**src/inc/laser_safety_regs.svh**
```systemverilog
// register offsets, field positions, reset values and time counts
// assumes a 25 MHz ref_clk and a 0.5 ms internal time base
`ifndef LASER_SAFETY_REGS_SVH
`define LASER_SAFETY_REGS_SVH
// clock and time base
`define LSF_CLK_MHZ 25
`define LSF_TICK_US 500
`define LSF_TICK_CYC (`LSF_TICK_US * `LSF_CLK_MHZ)
// documented times, in microseconds
`define LSF_INIT_US 50000
`define LSF_START_US 300000
`define LSF_CONV_US 100000
`define LSF_GLITCH_US 10000
// times in ticks, least times rounded up
`define LSF_INIT_TICKS ((`LSF_INIT_US + `LSF_TICK_US - 1) / `LSF_TICK_US)
`define LSF_START_TICKS ((`LSF_START_US + `LSF_TICK_US - 1) / `LSF_TICK_US)
`define LSF_CONV_TICKS ((`LSF_CONV_US + `LSF_TICK_US - 1) / `LSF_TICK_US)
`define LSF_GLITCH_TICKS ((`LSF_GLITCH_US + `LSF_TICK_US - 1) / `LSF_TICK_US)
// byte offsets on the register bus
`define LSF_OFS_CFG 5'h00
`define LSF_OFS_MASK 5'h04
`define LSF_OFS_MODNOM 5'h08
`define LSF_OFS_MODDIR 5'h0C
`define LSF_OFS_BLANK 5'h10
`define LSF_OFS_LOS 5'h14
`define LSF_OFS_STAT 5'h18
// reset values
`define LSF_CFG_RST 10'h000
`define LSF_MASK_RST 5'h00
`define LSF_BLANK_RST 8'h01
`define LSF_LOS_RST 16'h0000
// fault source bit positions
`define LSF_FLT_SUPPLY 0
`define LSF_FLT_DIODE 1
`define LSF_FLT_BIAS 2
`define LSF_FLT_TXPWR 3
`define LSF_FLT_SAT 4
`endif

```
**src/inc/laser_safety_pkg.sv**
```systemverilog
// types shared by the laser safety and fault control block
// assumes the constants header is included by the design
package laser_safety_pkg;
    // control bits, bit 0 at the bottom
    typedef struct packed {
        logic soft_tx_off;
        logic los_compare_off;
        logic ext_fault_polarity;
        logic ext_fault_mode;
        logic feedback_invert;
        logic cutoff_polarity;
        logic bias_drive_polarity;
        logic mod_dac_polarity;
        logic power_loop_off;
        logic oe;
    } cfg_t;
    // laser sequence states, one-hot
    typedef enum logic [3:0] {
        st_init = 4'b0001,
        st_wait = 4'b0010,
        st_off = 4'b0100,
        st_run = 4'b1000
    } laser_state_t;
endpackage

```
**src/logic/laser_safety_fault_control.sv**
```systemverilog
// laser start-up, modulation source, shutdown outputs and fault logic
// assumes an avalon-mm master on ref_clk and analog parts outside
`timescale 1ns/1ps
`include "laser_safety_regs.svh"
module laser_safety_fault_control
    import laser_safety_pkg::*;
#(
    parameter int TICK_CYC = `LSF_TICK_CYC
) (
    input wire logic ref_clk,
    input wire logic sys_rst,
    input wire logic [4:0] address,
    input wire logic read,
    input wire logic write,
    input wire logic [31:0] writedata,
    input wire logic [3:0] byteenable,
    output logic [31:0] readdata,
    output logic waitrequest,
    input wire logic tx_disable_pin,
    input wire logic [4:0] fault_cmp_raw,
    input wire logic [7:0] rx_power_in,
    input wire logic [7:0] mod_comp_table,
    input wire logic rxlos_in,
    input wire logic cutoff_in,
    output logic [7:0] mod_dac_out,
    output logic mod_dac_oe_n,
    output logic bias_drive_out,
    output logic bias_loop_run,
    output logic bias_drive_oe_n,
    output logic laser_cutoff_out,
    output logic cutoff_oe_n,
    output logic tx_fault_out,
    output logic tx_fault_oe_n,
    output logic rxlos_out,
    output logic rxlos_oe_n,
    output logic data_ready
);
    localparam int GLT = `LSF_GLITCH_TICKS;

    cfg_t cfg; // control bits
    logic [4:0] fault_mask_reg; // 1 disables a source
    logic [7:0] mod_nominal_value; // nominal modulation
    logic [7:0] mod_direct; // direct modulation code
    logic [7:0] saturation_blank_time; // in 0.5 ms steps
    logic [7:0] los_assert_level; // rxlos set below this
    logic [7:0] los_release_level; // rxlos clear above this
    logic [7:0] sync1; // first synchroniser stage
    logic [7:0] sync2; // second synchroniser stage
    logic txd; // synced tx disable
    logic txd_prev; // tx disable one cycle ago
    logic txd_fall; // tx disable released
    logic [13:0] pre_cnt; // time base prescaler
    logic tick; // one 0.5 ms pulse
    logic [9:0] pwr_cnt; // ticks since reset
    logic init_done; // init period over
    laser_state_t state; // laser sequence
    laser_state_t next_state;
    logic shut_req; // laser must be off
    logic [4:0] flt_qual; // persisting faults
    logic [4:0] fault_set; // unmasked qualified faults
    logic [4:0] fault_latched; // sticky fault bits
    logic [7:0] blank_cnt; // saturation blanking left
    logic run_prev; // laser on one cycle ago
    logic ext_fault; // external fault active
    logic tx_fault; // combined fault
    logic los_state; // comparator rxlos
    logic [7:0] next_mod; // modulation before polarity
    logic [9:0] comp_sum; // nominal plus table
    logic ack; // bus answer cycle
    logic [31:0] cfg_merged; // cfg with write lanes applied
    logic [31:0] los_merged; // los levels with write lanes applied

    // merge write data into a register by byte lanes
    function automatic logic [31:0] merge(input logic [31:0] old,
        input logic [31:0] wd, input logic [3:0] be);
        logic [31:0] r;
        r = old;
        for (int b = 0; b < 4; b++) begin
            if (be[b]) begin
                r[b*8 +: 8] = wd[b*8 +: 8];
            end
        end
        return r;
    endfunction

    // lane merge of the wide registers, sliced at the write
    assign cfg_merged = merge(32'(cfg), writedata, byteenable);
    assign los_merged = merge({16'h0000, los_release_level,
        los_assert_level}, writedata, byteenable);

    // two-flop synchronisers for pins
    always_ff @(posedge ref_clk) begin
        if (sys_rst) begin
            sync1 <= 8'h00;
            sync2 <= 8'h00;
        end else begin
            sync1 <= {cutoff_in, rxlos_in, tx_disable_pin,
                fault_cmp_raw};
            sync2 <= sync1;
        end
    end
    assign txd = sync2[5];
    assign txd_fall = txd_prev & ~txd;

    // tx disable edge history
    always_ff @(posedge ref_clk) begin
        if (sys_rst) begin
            txd_prev <= 1'b0;
        end else begin
            txd_prev <= txd;
        end
    end

    // 0.5 ms time base
    always_ff @(posedge ref_clk) begin
        if (sys_rst || tick) begin
            pre_cnt <= 14'h0000;
        end else begin
            pre_cnt <= pre_cnt + 14'h0001;
        end
    end
    assign tick = (pre_cnt == 14'(TICK_CYC - 1));

    // power-on tick counter, saturating
    always_ff @(posedge ref_clk) begin
        if (sys_rst) begin
            pwr_cnt <= 10'h000;
        end else if (tick && pwr_cnt != 10'h3FF) begin
            pwr_cnt <= pwr_cnt + 10'h001;
        end
    end
    assign init_done = (pwr_cnt >= 10'(`LSF_INIT_TICKS));

    // data ready one conversion after init
    always_ff @(posedge ref_clk) begin
        if (sys_rst) begin
            data_ready <= 1'b0;
        end else begin
            data_ready <= (pwr_cnt >=
                10'(`LSF_INIT_TICKS + `LSF_CONV_TICKS));
        end
    end

    // glitch filter per fault source
    for (genvar i = 0; i < 5; i++) begin : g_flt
        logic [5:0] gcnt; // ticks the source has held
        always_ff @(posedge ref_clk) begin
            if (sys_rst || !sync2[i]) begin
                gcnt <= 6'h00;
            end else if (tick && gcnt != 6'(GLT)) begin
                gcnt <= gcnt + 6'h01;
            end
        end
        assign flt_qual[i] = (gcnt == 6'(GLT));
    end

    // saturation blanking after laser turn-on
    always_ff @(posedge ref_clk) begin
        if (sys_rst) begin
            blank_cnt <= 8'h00;
        end else if (state == st_run && !run_prev) begin
            blank_cnt <= saturation_blank_time;
        end else if (tick && blank_cnt != 8'h00) begin
            blank_cnt <= blank_cnt - 8'h01;
        end
    end

    // mask the qualified faults and blank the saturation fault
    always_comb begin
        fault_set = flt_qual & ~fault_mask_reg;
        if (blank_cnt != 8'h00) begin
            fault_set[`LSF_FLT_SAT] = 1'b0;
        end
    end

    // sticky faults, set wins over clear
    always_ff @(posedge ref_clk) begin
        if (sys_rst) begin
            fault_latched <= 5'h00;
        end else begin
            fault_latched <= (fault_latched & ~{5{txd_fall}})
                | fault_set;
        end
    end

    // external fault input and combined fault
    always_ff @(posedge ref_clk) begin
        if (sys_rst) begin
            ext_fault <= 1'b0;
            tx_fault <= 1'b0;
        end else begin
            ext_fault <= cfg.ext_fault_mode
                && (sync2[7] == cfg.ext_fault_polarity);
            tx_fault <= (|fault_latched) | ext_fault;
        end
    end

    // reasons for holding the laser off
    assign shut_req = txd | cfg.soft_tx_off | tx_fault | ~cfg.oe;

    // laser sequence next state
    always_comb begin
        next_state = state;
        case (state)
            st_init: begin
                if (init_done) begin
                    next_state = st_wait;
                end
            end
            st_wait: begin
                if (pwr_cnt >= 10'(`LSF_START_TICKS)) begin
                    next_state = shut_req ? st_off : st_run;
                end
            end
            st_off: begin
                if (!shut_req) begin
                    next_state = st_run;
                end
            end
            st_run: begin
                if (shut_req) begin
                    next_state = st_off;
                end
            end
            default: begin
                next_state = st_init;
            end
        endcase
    end

    // laser sequence state register
    always_ff @(posedge ref_clk) begin
        if (sys_rst) begin
            state <= st_init;
            run_prev <= 1'b0;
        end else begin
            state <= next_state;
            run_prev <= (state == st_run);
        end
    end

    // modulation source select with clamp
    always_comb begin
        comp_sum = {2'b00, mod_nominal_value}
            + {{2{mod_comp_table[7]}}, mod_comp_table};
        if (state != st_run) begin
            next_mod = 8'h00;
        end else if (cfg.power_loop_off) begin
            next_mod = mod_direct;
        end else if (comp_sum[9]) begin
            next_mod = 8'h00;
        end else if (comp_sum[8]) begin
            next_mod = 8'hFF;
        end else begin
            next_mod = comp_sum[7:0];
        end
    end

    // laser control outputs
    always_ff @(posedge ref_clk) begin
        if (sys_rst) begin
            mod_dac_out <= 8'h00;
            mod_dac_oe_n <= 1'b1;
            bias_drive_out <= 1'b0;
            bias_loop_run <= 1'b0;
            bias_drive_oe_n <= 1'b1;
            laser_cutoff_out <= 1'b0;
            cutoff_oe_n <= 1'b1;
        end else begin
            mod_dac_out <= next_mod ^ {8{cfg.mod_dac_polarity}};
            mod_dac_oe_n <= ~cfg.oe;
            bias_drive_out <= cfg.bias_drive_polarity;
            bias_loop_run <= (state == st_run);
            bias_drive_oe_n <= ~cfg.oe;
            // active level is the polarity bit
            laser_cutoff_out <= (state == st_run)
                ? ~cfg.cutoff_polarity : cfg.cutoff_polarity;
            cutoff_oe_n <= ~cfg.oe | cfg.ext_fault_mode;
        end
    end

    // open-drain fault pin, rxlos pin driven both ways
    always_ff @(posedge ref_clk) begin
        if (sys_rst) begin
            tx_fault_out <= 1'b0;
            tx_fault_oe_n <= 1'b0;
            rxlos_out <= 1'b0;
            rxlos_oe_n <= 1'b1;
        end else begin
            tx_fault_out <= 1'b0;
            tx_fault_oe_n <= tx_fault;
            rxlos_out <= los_state;
            rxlos_oe_n <= cfg.los_compare_off;
        end
    end

    // rxlos comparator with hysteresis
    always_ff @(posedge ref_clk) begin
        if (sys_rst || cfg.los_compare_off) begin
            los_state <= 1'b0;
        end else if (rx_power_in < los_assert_level) begin
            los_state <= 1'b1;
        end else if (rx_power_in > los_release_level) begin
            los_state <= 1'b0;
        end
    end

    // bus handshake, one wait cycle, held off during init
    always_ff @(posedge ref_clk) begin
        if (sys_rst) begin
            waitrequest <= 1'b1;
            ack <= 1'b0;
        end else begin
            ack <= (read | write) & init_done & ~ack;
            waitrequest <= ~((read | write) & init_done & ~ack);
        end
    end

    // register writes at the accepting edge
    always_ff @(posedge ref_clk) begin
        if (sys_rst) begin
            cfg <= `LSF_CFG_RST;
            fault_mask_reg <= `LSF_MASK_RST;
            mod_nominal_value <= 8'h00;
            mod_direct <= 8'h00;
            saturation_blank_time <= `LSF_BLANK_RST;
            {los_release_level, los_assert_level} <= `LSF_LOS_RST;
        end else if (write && !waitrequest) begin
            case (address)
                `LSF_OFS_CFG: begin
                    cfg <= cfg_merged[9:0];
                end
                `LSF_OFS_MASK: begin
                    if (byteenable[0]) begin
                        fault_mask_reg <= writedata[4:0];
                    end
                end
                `LSF_OFS_MODNOM: begin
                    if (byteenable[0]) begin
                        mod_nominal_value <= writedata[7:0];
                    end
                end
                `LSF_OFS_MODDIR: begin
                    if (byteenable[0]) begin
                        mod_direct <= writedata[7:0];
                    end
                end
                `LSF_OFS_BLANK: begin
                    if (byteenable[0]) begin
                        saturation_blank_time <= writedata[7:0];
                    end
                end
                `LSF_OFS_LOS: begin
                    {los_release_level, los_assert_level} <=
                        los_merged[15:0];
                end
                default: begin
                    // unmapped and read-only offsets ignore writes
                end
            endcase
        end
    end

    // read data, ready in the answer cycle
    always_ff @(posedge ref_clk) begin
        if (sys_rst) begin
            readdata <= 32'h0000_0000;
        end else if (read) begin
            case (address)
                `LSF_OFS_CFG: readdata <= {22'h000000, cfg};
                `LSF_OFS_MASK: readdata <= {27'h0, fault_mask_reg};
                `LSF_OFS_MODNOM: readdata <= {24'h0, mod_nominal_value};
                `LSF_OFS_MODDIR: readdata <= {24'h0, mod_direct};
                `LSF_OFS_BLANK:
                    readdata <= {24'h0, saturation_blank_time};
                `LSF_OFS_LOS: readdata <= {16'h0000,
                    los_release_level, los_assert_level};
                // status
                `LSF_OFS_STAT: readdata <= {19'h0, init_done,
                    data_ready, state == st_run, sync2[6],
                    tx_fault, ext_fault, 2'b00, fault_latched};
                default: readdata <= 32'h0000_0000;
            endcase
        end
    end
endmodule

```
**config.mk**
```make
export PLATFORM = sky130hd
export DESIGN_NAME = laser_safety_fault_control
export DESIGN_NICKNAME = d
export VERILOG_FILES = /design/src/inc/laser_safety_pkg.sv /design/src/logic/laser_safety_fault_control.sv
export VERILOG_INCLUDE_DIRS = /design/src /design/src/inc
export SDC_FILE = /design/constraint.sdc
export NUM_CORES = 1
export LEC_CHECK = 0
export BUFFER_PORTS_ARGS = -buffer_cell sky130_fd_sc_hd__buf_2
export CORE_MARGIN = 3
export CORE_UTILIZATION = 50
export DETAILED_ROUTE_END_ITERATION = 10
export HOLD_SLACK_MARGIN = 0.05
export PLACE_DENSITY = 0.73
export SKIP_CTS_REPAIR_TIMING = 1
export SLEW_MARGIN = 20
export SYNTH_ARGS = -nofsm -noshare
export SYNTH_HDL_FRONTEND = slang
export SYNTH_SLANG_ARGS = --single-unit
```
**constraint.sdc**
```tcl
create_clock -name ref_clk -period 3.5 [get_ports ref_clk]
set_input_delay 0.525 -clock ref_clk [delete_from_list [all_inputs] [get_ports ref_clk]]
set_output_delay 0.525 -clock ref_clk [all_outputs]
set_load 0.02 [all_outputs]
```
==> impl_metrics.csv, run 1 <==
group,metric,value,unit
cells_and_area,regMostFlops,"g_flt.gcnt",
logic_synthesis,synthArstFlopShare,0,%
pwr,power.switching,0.950,mW
pwr,power_density,427,nW/um^2
cells_and_area,num_antenna_cells,0,
pwr,internal-power,3.24,mW
timing,drv_slew,0,
floorplanning,rows,47,
logic_synthesis,syn-mean-instance-area,8.52,sq um
timing,final-hold-violation-count,0,
floorplanning,ios,121,
min_path,hold_depth,2,
cts,clk_pin_slew_worst_paths,70,ps
grt,antenna_found_initial,0,
cells_and_area,largest_reg_flops,30,
grt,grt_pass1_vias,6672,
detailed_routing,wire_per_inst,15.9,um
detailed_routing,vias,7390,
pwr,p_leak,3.69,nW
timing,tns,0,ps
cells_and_area,drive_above_1_share,12.9,%
setup_path,crit_path_start_kind,"flip-flop",
placement,place_area,9220,sq um
cts,cts_buffers,17,
setup_path,r2r_slack,620,ps
setup_path,arrival,3200,ps
floorplanning,die_h,138,um
logic_synthesis,synth_ff_type,"dfxtp_1",
detailed_routing,drtAntennaViolNets,0,
logic_synthesis,syn_inst,1017,
min_path,hold_path_class,"in2reg",
pwr,ir_drop,367,uV
floorplanning,die_x,138,um
logic_synthesis,ys_types,61,
logic_synthesis,synthesis.area,8660,sq um
detailed_routing,vias_per_cell,5.62,
cells_and_area,top_regs,"g_flt.gcnt (30), readdata (16), pre_cnt (14)",
timing,rsz0062_at_grt,"false",
floorplanning,initial_utilization,51.7,%
logic_synthesis,synthTopCellsByArea,"dfxtp_1, nor2_1, ha_1, a21oi_1, xor2_1",
placement,io_buffers,85,
timing,finClkSkew,10.5,ps
setup_path,timing.rr.start,"mod_nominal_value[0]",
grt,overflow,0,
logic_synthesis,ys_warn_count,0,
detailed_routing,drcViolationCount,0,
cts,htreeDepth,4,
detailed_routing,dr.first_iter.drc_count,738,
logic_synthesis,synth-edff-count,0,
cells_and_area,finalInstanceArea,9800,sq um
timing,period_minus_slack,2880,ps
cts,clock_tree.buffer_depth,2,
setup_path,worst-setup-path-type,"reg2reg",
grt,grt_max_degree,70,
timing,max_freq,347,MHz
pwr,clkPwrFrac,44.8,%
cells_and_area,fin_nets,1194,
timing,relSlewSlack,48.7,%
floorplanning,die_area,18900,sq um
logic_synthesis,yosysTopAreaCellShare,41.8,%
pwr,p_comb_share,5.2,%
grt,globalRouteTotalUtil,22.4,%
min_path,hold_start,"rxlos_in",
placement,hpwlAfterDp,15000,um
cts,cts.sinks,181,
cells_and_area,fill_cells,1501,
pwr,power_frac_seq,49.9,%
timing,period_share,82.3,%
setup_path,rr_worst_depth,9,
logic_synthesis,ys_ff_latch,181,
min_path,hold_end,"sync1[6]",
logic_synthesis,synth_top_cell_by_area,"dfxtp_1",
detailed_routing,routed_wl,20900,um
placement,globalplace.congestion,0.883,
cells_and_area,seq_area,3620,sq um
setup_path,critPathRequiredTime,3820,ps
timing,tightest_slew,766,ps
logic_synthesis,yosysSeqAreaShare,41.8,%
detailed_routing,drt-pass1-iter-count,7,
floorplanning,core-area,16800,sq um
cells_and_area,multi_input_comb_area,4660,sq um
setup_path,r2r_end,"mod_dac_out[3]",
setup_path,cp-end-kind,"flip-flop",
pwr,switching_share,22.7,%
run_status,outcome,"finished clean",
cts,clk_latency,430,ps
cells_and_area,syn_to_final_growth,13.1,%
cts,cts-root-buf,"clkbuf_16",
timing,setup_viol,0,
job,drv_cap,0,
cts,cts_tree,"built",
setup_path,path_max_fanout,7,
grt,grt_pass1_wl,33600,um
==> cells in the final DEF, fill, tap and decap left out, types with 12 or more instances in the layout <==
cell type | Yosys | final
ha_1 | 39 | 39
mux2i_1 | 21 | 21
xor2_1 | 37 | 37
buf_2 | 1 | 84
nand4_1 | 21 | 21
a22oi_1 | 21 | 21
nor2_1 | 142 | 142
a21oi_1 | 74 | 74
dfxtp_1 | 181 | 181
conb_1 | 1 | 17
nor2b_1 | 26 | 26
nand3_1 | 61 | 61
xnor2_1 | 22 | 22
inv_1 | 38 | 38
nor3_1 | 13 | 12
o21ai_0 | 16 | 16
nand2b_1 | 13 | 13
clkbuf_16 | 0 | 17
nand2_1 | 84 | 84
==> synthesized netlist by cell type, drive strengths merged, types with 22 or more instances <==
master,number
nand3,61
xnor2,22
nand2,84
inv,38
xor2,37
a21oi,74
nor2b,26
nor2,143
dfxtp,181
ha,39
clkbuf,42
==> final cells by class <==
cell class | instances | share of cell area, %
clock buffers | 19 | 4.62
clock inverters | 11 | 1.28
inverters | 38 | 1.46
multi-input cells | 751 | 47.5
flip-flops and latches | 181 | 37.0
well taps | 220 | 2.81
repair buffers | 96 | 5.34
==> worst max-delay path, cell delays in order (launching register included) <==
cell and delay, ps:
dfxtp_1 350, ha_1 220, fa_1 430, a211oi_1 420
o21ai_0 290, a211oi_1 260, buf_4 190, a32oi_1 90
o311ai_0 140, mux2_2 370
==> power groups by stage <==
| stage | clock network [mW] | logic, mW | registers, mW |
|---|---|---|---|
| 6_report | 1.88 | 0.219 | 2.09 |
| 5_1_grt | 1.99 | 0.244 | 2.09 |
| 4_1_cts | 1.91 | 0.216 | 2.09 |
| 3_5_place_dp | 0 | 0.215 | 2.14 |
| 3_3_place_gp | 0 | 0.212 | 2.14 |
| 2_1_floorplan | 0 | 0.151 | 2.13 |
==> per-layer routing <==
layer | track usage (%) | part of all wire, %
met1 | 30.9 | 46
met2 | 35.4 | 46
met3 | 3.87 | 5.9
met4 | 7.65 | 2.3
met5 | 0 | 0
==> how the worst max path moves through the flow <==
stage | from | to | slack (ps)
4_1_cts | mod_nominal_value[0] | mod_dac_out[3] | 660
5_1_grt | mod_nominal_value[0] | mod_dac_out[4] | 420
6_report | mod_nominal_value[0] | mod_dac_out[3] | 620
3_5_place_dp | mod_comp_table[0] | mod_dac_out[3] | 400
3_3_place_gp | mod_comp_table[0] | mod_dac_out[3] | 430
2_1_floorplan | mod_comp_table[0] | mod_dac_out[3] | 540
==> cell families (layout without fill, tap and decap cells) <==
group           after synthesis  count (layout)  synth area share [%]
xor+xnor                     59              59                  5.96
simple gates                424             424                  24.1
buf+inv                     101             164                  5.26
compound gates              188             188                  14.3
flops                       181             181                  41.8
fa+ha+maj                    40              40                  5.86
other cells                   1              17                0.0433
mux                          23              23                  2.69
==> per-stage QoR <==
step	power [mW]	utilization [%]	cells	worst slack [ps]	hold WS (ps)
floorplan	2.28	-	1033	537	405
detailed placement	2.35	55.0	1286	401	427
finish	4.19	58.5	1316	620	303
CTS	4.22	58.5	1316	664	286
global placement	2.35	55.0	1286	430	417
global route	4.32	58.5	1316	422	303
(Power assumes the default switching activity.)
==> run 2: changes to the inputs <==
- PLACE_DENSITY: 0.73 -> 0.76
- clock period: 3.5 -> 2.6 ns (I/O delays scaled with it)
==> run 2 against run 1 <==
  * Maximum frequency grew 15%
  * Sequential cell count stayed put
  * Combinational power is 38% higher
  * Core utilization rose by 0.96 points
  * Die area did not move
  * Largest power group unchanged
  * Sequential power is 34% higher
  * Worst hold slack lost 140 ps
  * Critical path depth is 1 lower
==> impl_metrics.csv, run 2 (synthesis gave the netlist of run 1 again) <==
group,metric,value,unit
run_status,outcome,"finished clean",
setup_path,cp-end-kind,"flip-flop",
timing,period_minus_slack,2500,ps
floorplanning,core-area,16800,sq um
setup_path,path_max_fanout,3,
pwr,p_leak,3.78,nW
grt,grt.met2_usage,37.1,%
detailed_routing,wire_per_inst,15.8,um
job,drv_cap,0,
timing,max_freq,400,MHz
detailed_routing,drcViolationCount,0,
grt,grt_pass1_vias,6846,
detailed_routing,vias,7422,
timing,period_share,96.1,%
grt,top_usage_layer,"met2",
cts,cts_tree,"built",
grt,globalRouteTotalUtil,22.5,%
cells_and_area,layout_commonest_cell,"dfxtp_1",
timing,holdWs,164,ps
placement,io_buffers,85,
timing,final-hold-violation-count,0,
floorplanning,die_h,138,um
grt,met1_usage,29.5,%
floorplanning,initial_utilization,51.7,%
detailed_routing,routed_wl,21100,um
timing,drv_slew,0,
pwr,power_frac_seq,50.3,%
cells_and_area,top_regs,"g_flt.gcnt (30), readdata (16), pre_cnt (14)",
cells_and_area,fin_nets,1211,
pwr,power.switching,1.30,mW
timing,setup_viol,0,
cells_and_area,regMostFlops,"g_flt.gcnt",
grt,overflow,0,
grt,grt_max_degree,68,
timing,tightest_slew,640,ps
setup_path,crit_path_start_kind,"flip-flop",
floorplanning,die_x,138,um
cts,cts.sinks,181,
pwr,switching_share,23.2,%
detailed_routing,drtAntennaViolNets,0,
placement,globalplace.congestion,0.889,
pwr,ir_drop,469,uV
floorplanning,ios,121,
grt,grt_pass1_wl,33700,um
timing,relSlewSlack,57.3,%
placement,place_area,9370,sq um
detailed_routing,vias_per_cell,5.56,
cts,clk_latency,430,ps
cts,cts-root-buf,"clkbuf_16",
setup_path,arrival,2820,ps
min_path,hold_path_class,"in2reg",
cells_and_area,largest_reg_flops,30,
cts,cts_buffers,17,
cells_and_area,syn_to_final_growth,14.9,%
cells_and_area,final_cell_mix,"dfxtp_1, nor2_1, nand2_1, buf_2, a21oi_1",
cells_and_area,final_util,59.4,%
placement,hpwlAfterDp,15300,um
timing,rsz0062_at_grt,"true",
pwr,p_comb_share,5.4,%
pwr,power_density,562,nW/um^2
pwr,clkPwrFrac,44.4,%
cts,clock_tree.buffer_depth,2,
setup_path,critPathRequiredTime,2920,ps
pwr,internal-power,4.30,mW
floorplanning,rows,47,
detailed_routing,dr.first_iter.drc_count,573,
cts,htreeDepth,4,
cells_and_area,drive_above_1_share,14.5,%
timing,finClkSkew,9.90,ps
cells_and_area,finalInstanceArea,9960,sq um
grt,use_met3,4.27,%
setup_path,worst-setup-path-type,"reg2reg",
grt,antenna_found_initial,0,
cts,clk_pin_slew_worst_paths,70,ps
floorplanning,die_area,18900,sq um
detailed_routing,drt-pass1-iter-count,5,
[run 2: changes by cell type in the layout (fill, tap and decap cells not counted), moves of 2 or more]
cell / delta
buf_4: +16
clkinvlp_4: +3
a211oi_1: -2
a211oi_2: +2
clkinv_4: -2
[run 2: worst paths after layout]
path	startpoint	end	slack, ps	depth (start not counted)
setup reg to reg	mod_nominal_value[0]	mod_dac_out[4]	100	8
setup / recovery	mod_nominal_value[0]	mod_dac_out[4]	100	8
hold reg to reg	sync1[7]	sync2[7]	430	1
hold / removal	tx_disable_pin	sync1[5]	160	2
[run 2: power by group through the flow]
stage          Sequential [mW]  Combinational [mW]  Clock, mW
3_3_place_gp              2.88               0.291          0
6_report                  2.81               0.302       2.48
4_1_cts                   2.81               0.298       2.52
2_1_floorplan             2.87               0.204          0
5_1_grt                   2.81               0.334       2.62
3_5_place_dp              2.88               0.296          0
[run 2: worst max-delay path, cell delays in order (launching register included)]
cell      delay [ps]
dfxtp_1          350
ha_1             220
fa_1             420
a211oi_2         230
o21ai_1          140
a211oi_2         350
a32oi_1          140
o311ai_0         170
mux2_1           360
[run 2: final cells by class]
class	instances	area, sq um
Antenna cell	1	2.50
Clock buffer	21	470
Clock inverter	11	100
Fill cell	1491	6800
Inverter	38	143
Multi-Input combinational cell	751	4680
Sequential cell	181	3620
Tap cell	220	275
Timing Repair Buffer	113	663
[run 2: stage by stage]
step	setup TNS, ps	std cells	power (mW)	setup slack (ps)
final	0	1336	5.60	100
after global routing	-15.5	1335	5.77	-15.5
after CTS	0	1335	5.63	32.9
after detailed placement	-24.9	1303	3.17	-20.6
after global placement	0	1303	3.17	14.7
after floorplan	0	1033	3.08	50.6
[run 2: routing by layer]
metal	wire length (um)	share of wire (%)	up-vias
met5	0	0	-
met4	469	2.2	0
met3	1390	6.6	40
met2	9780	46	249
met1	9470	45	3433
li1	-	-	3700
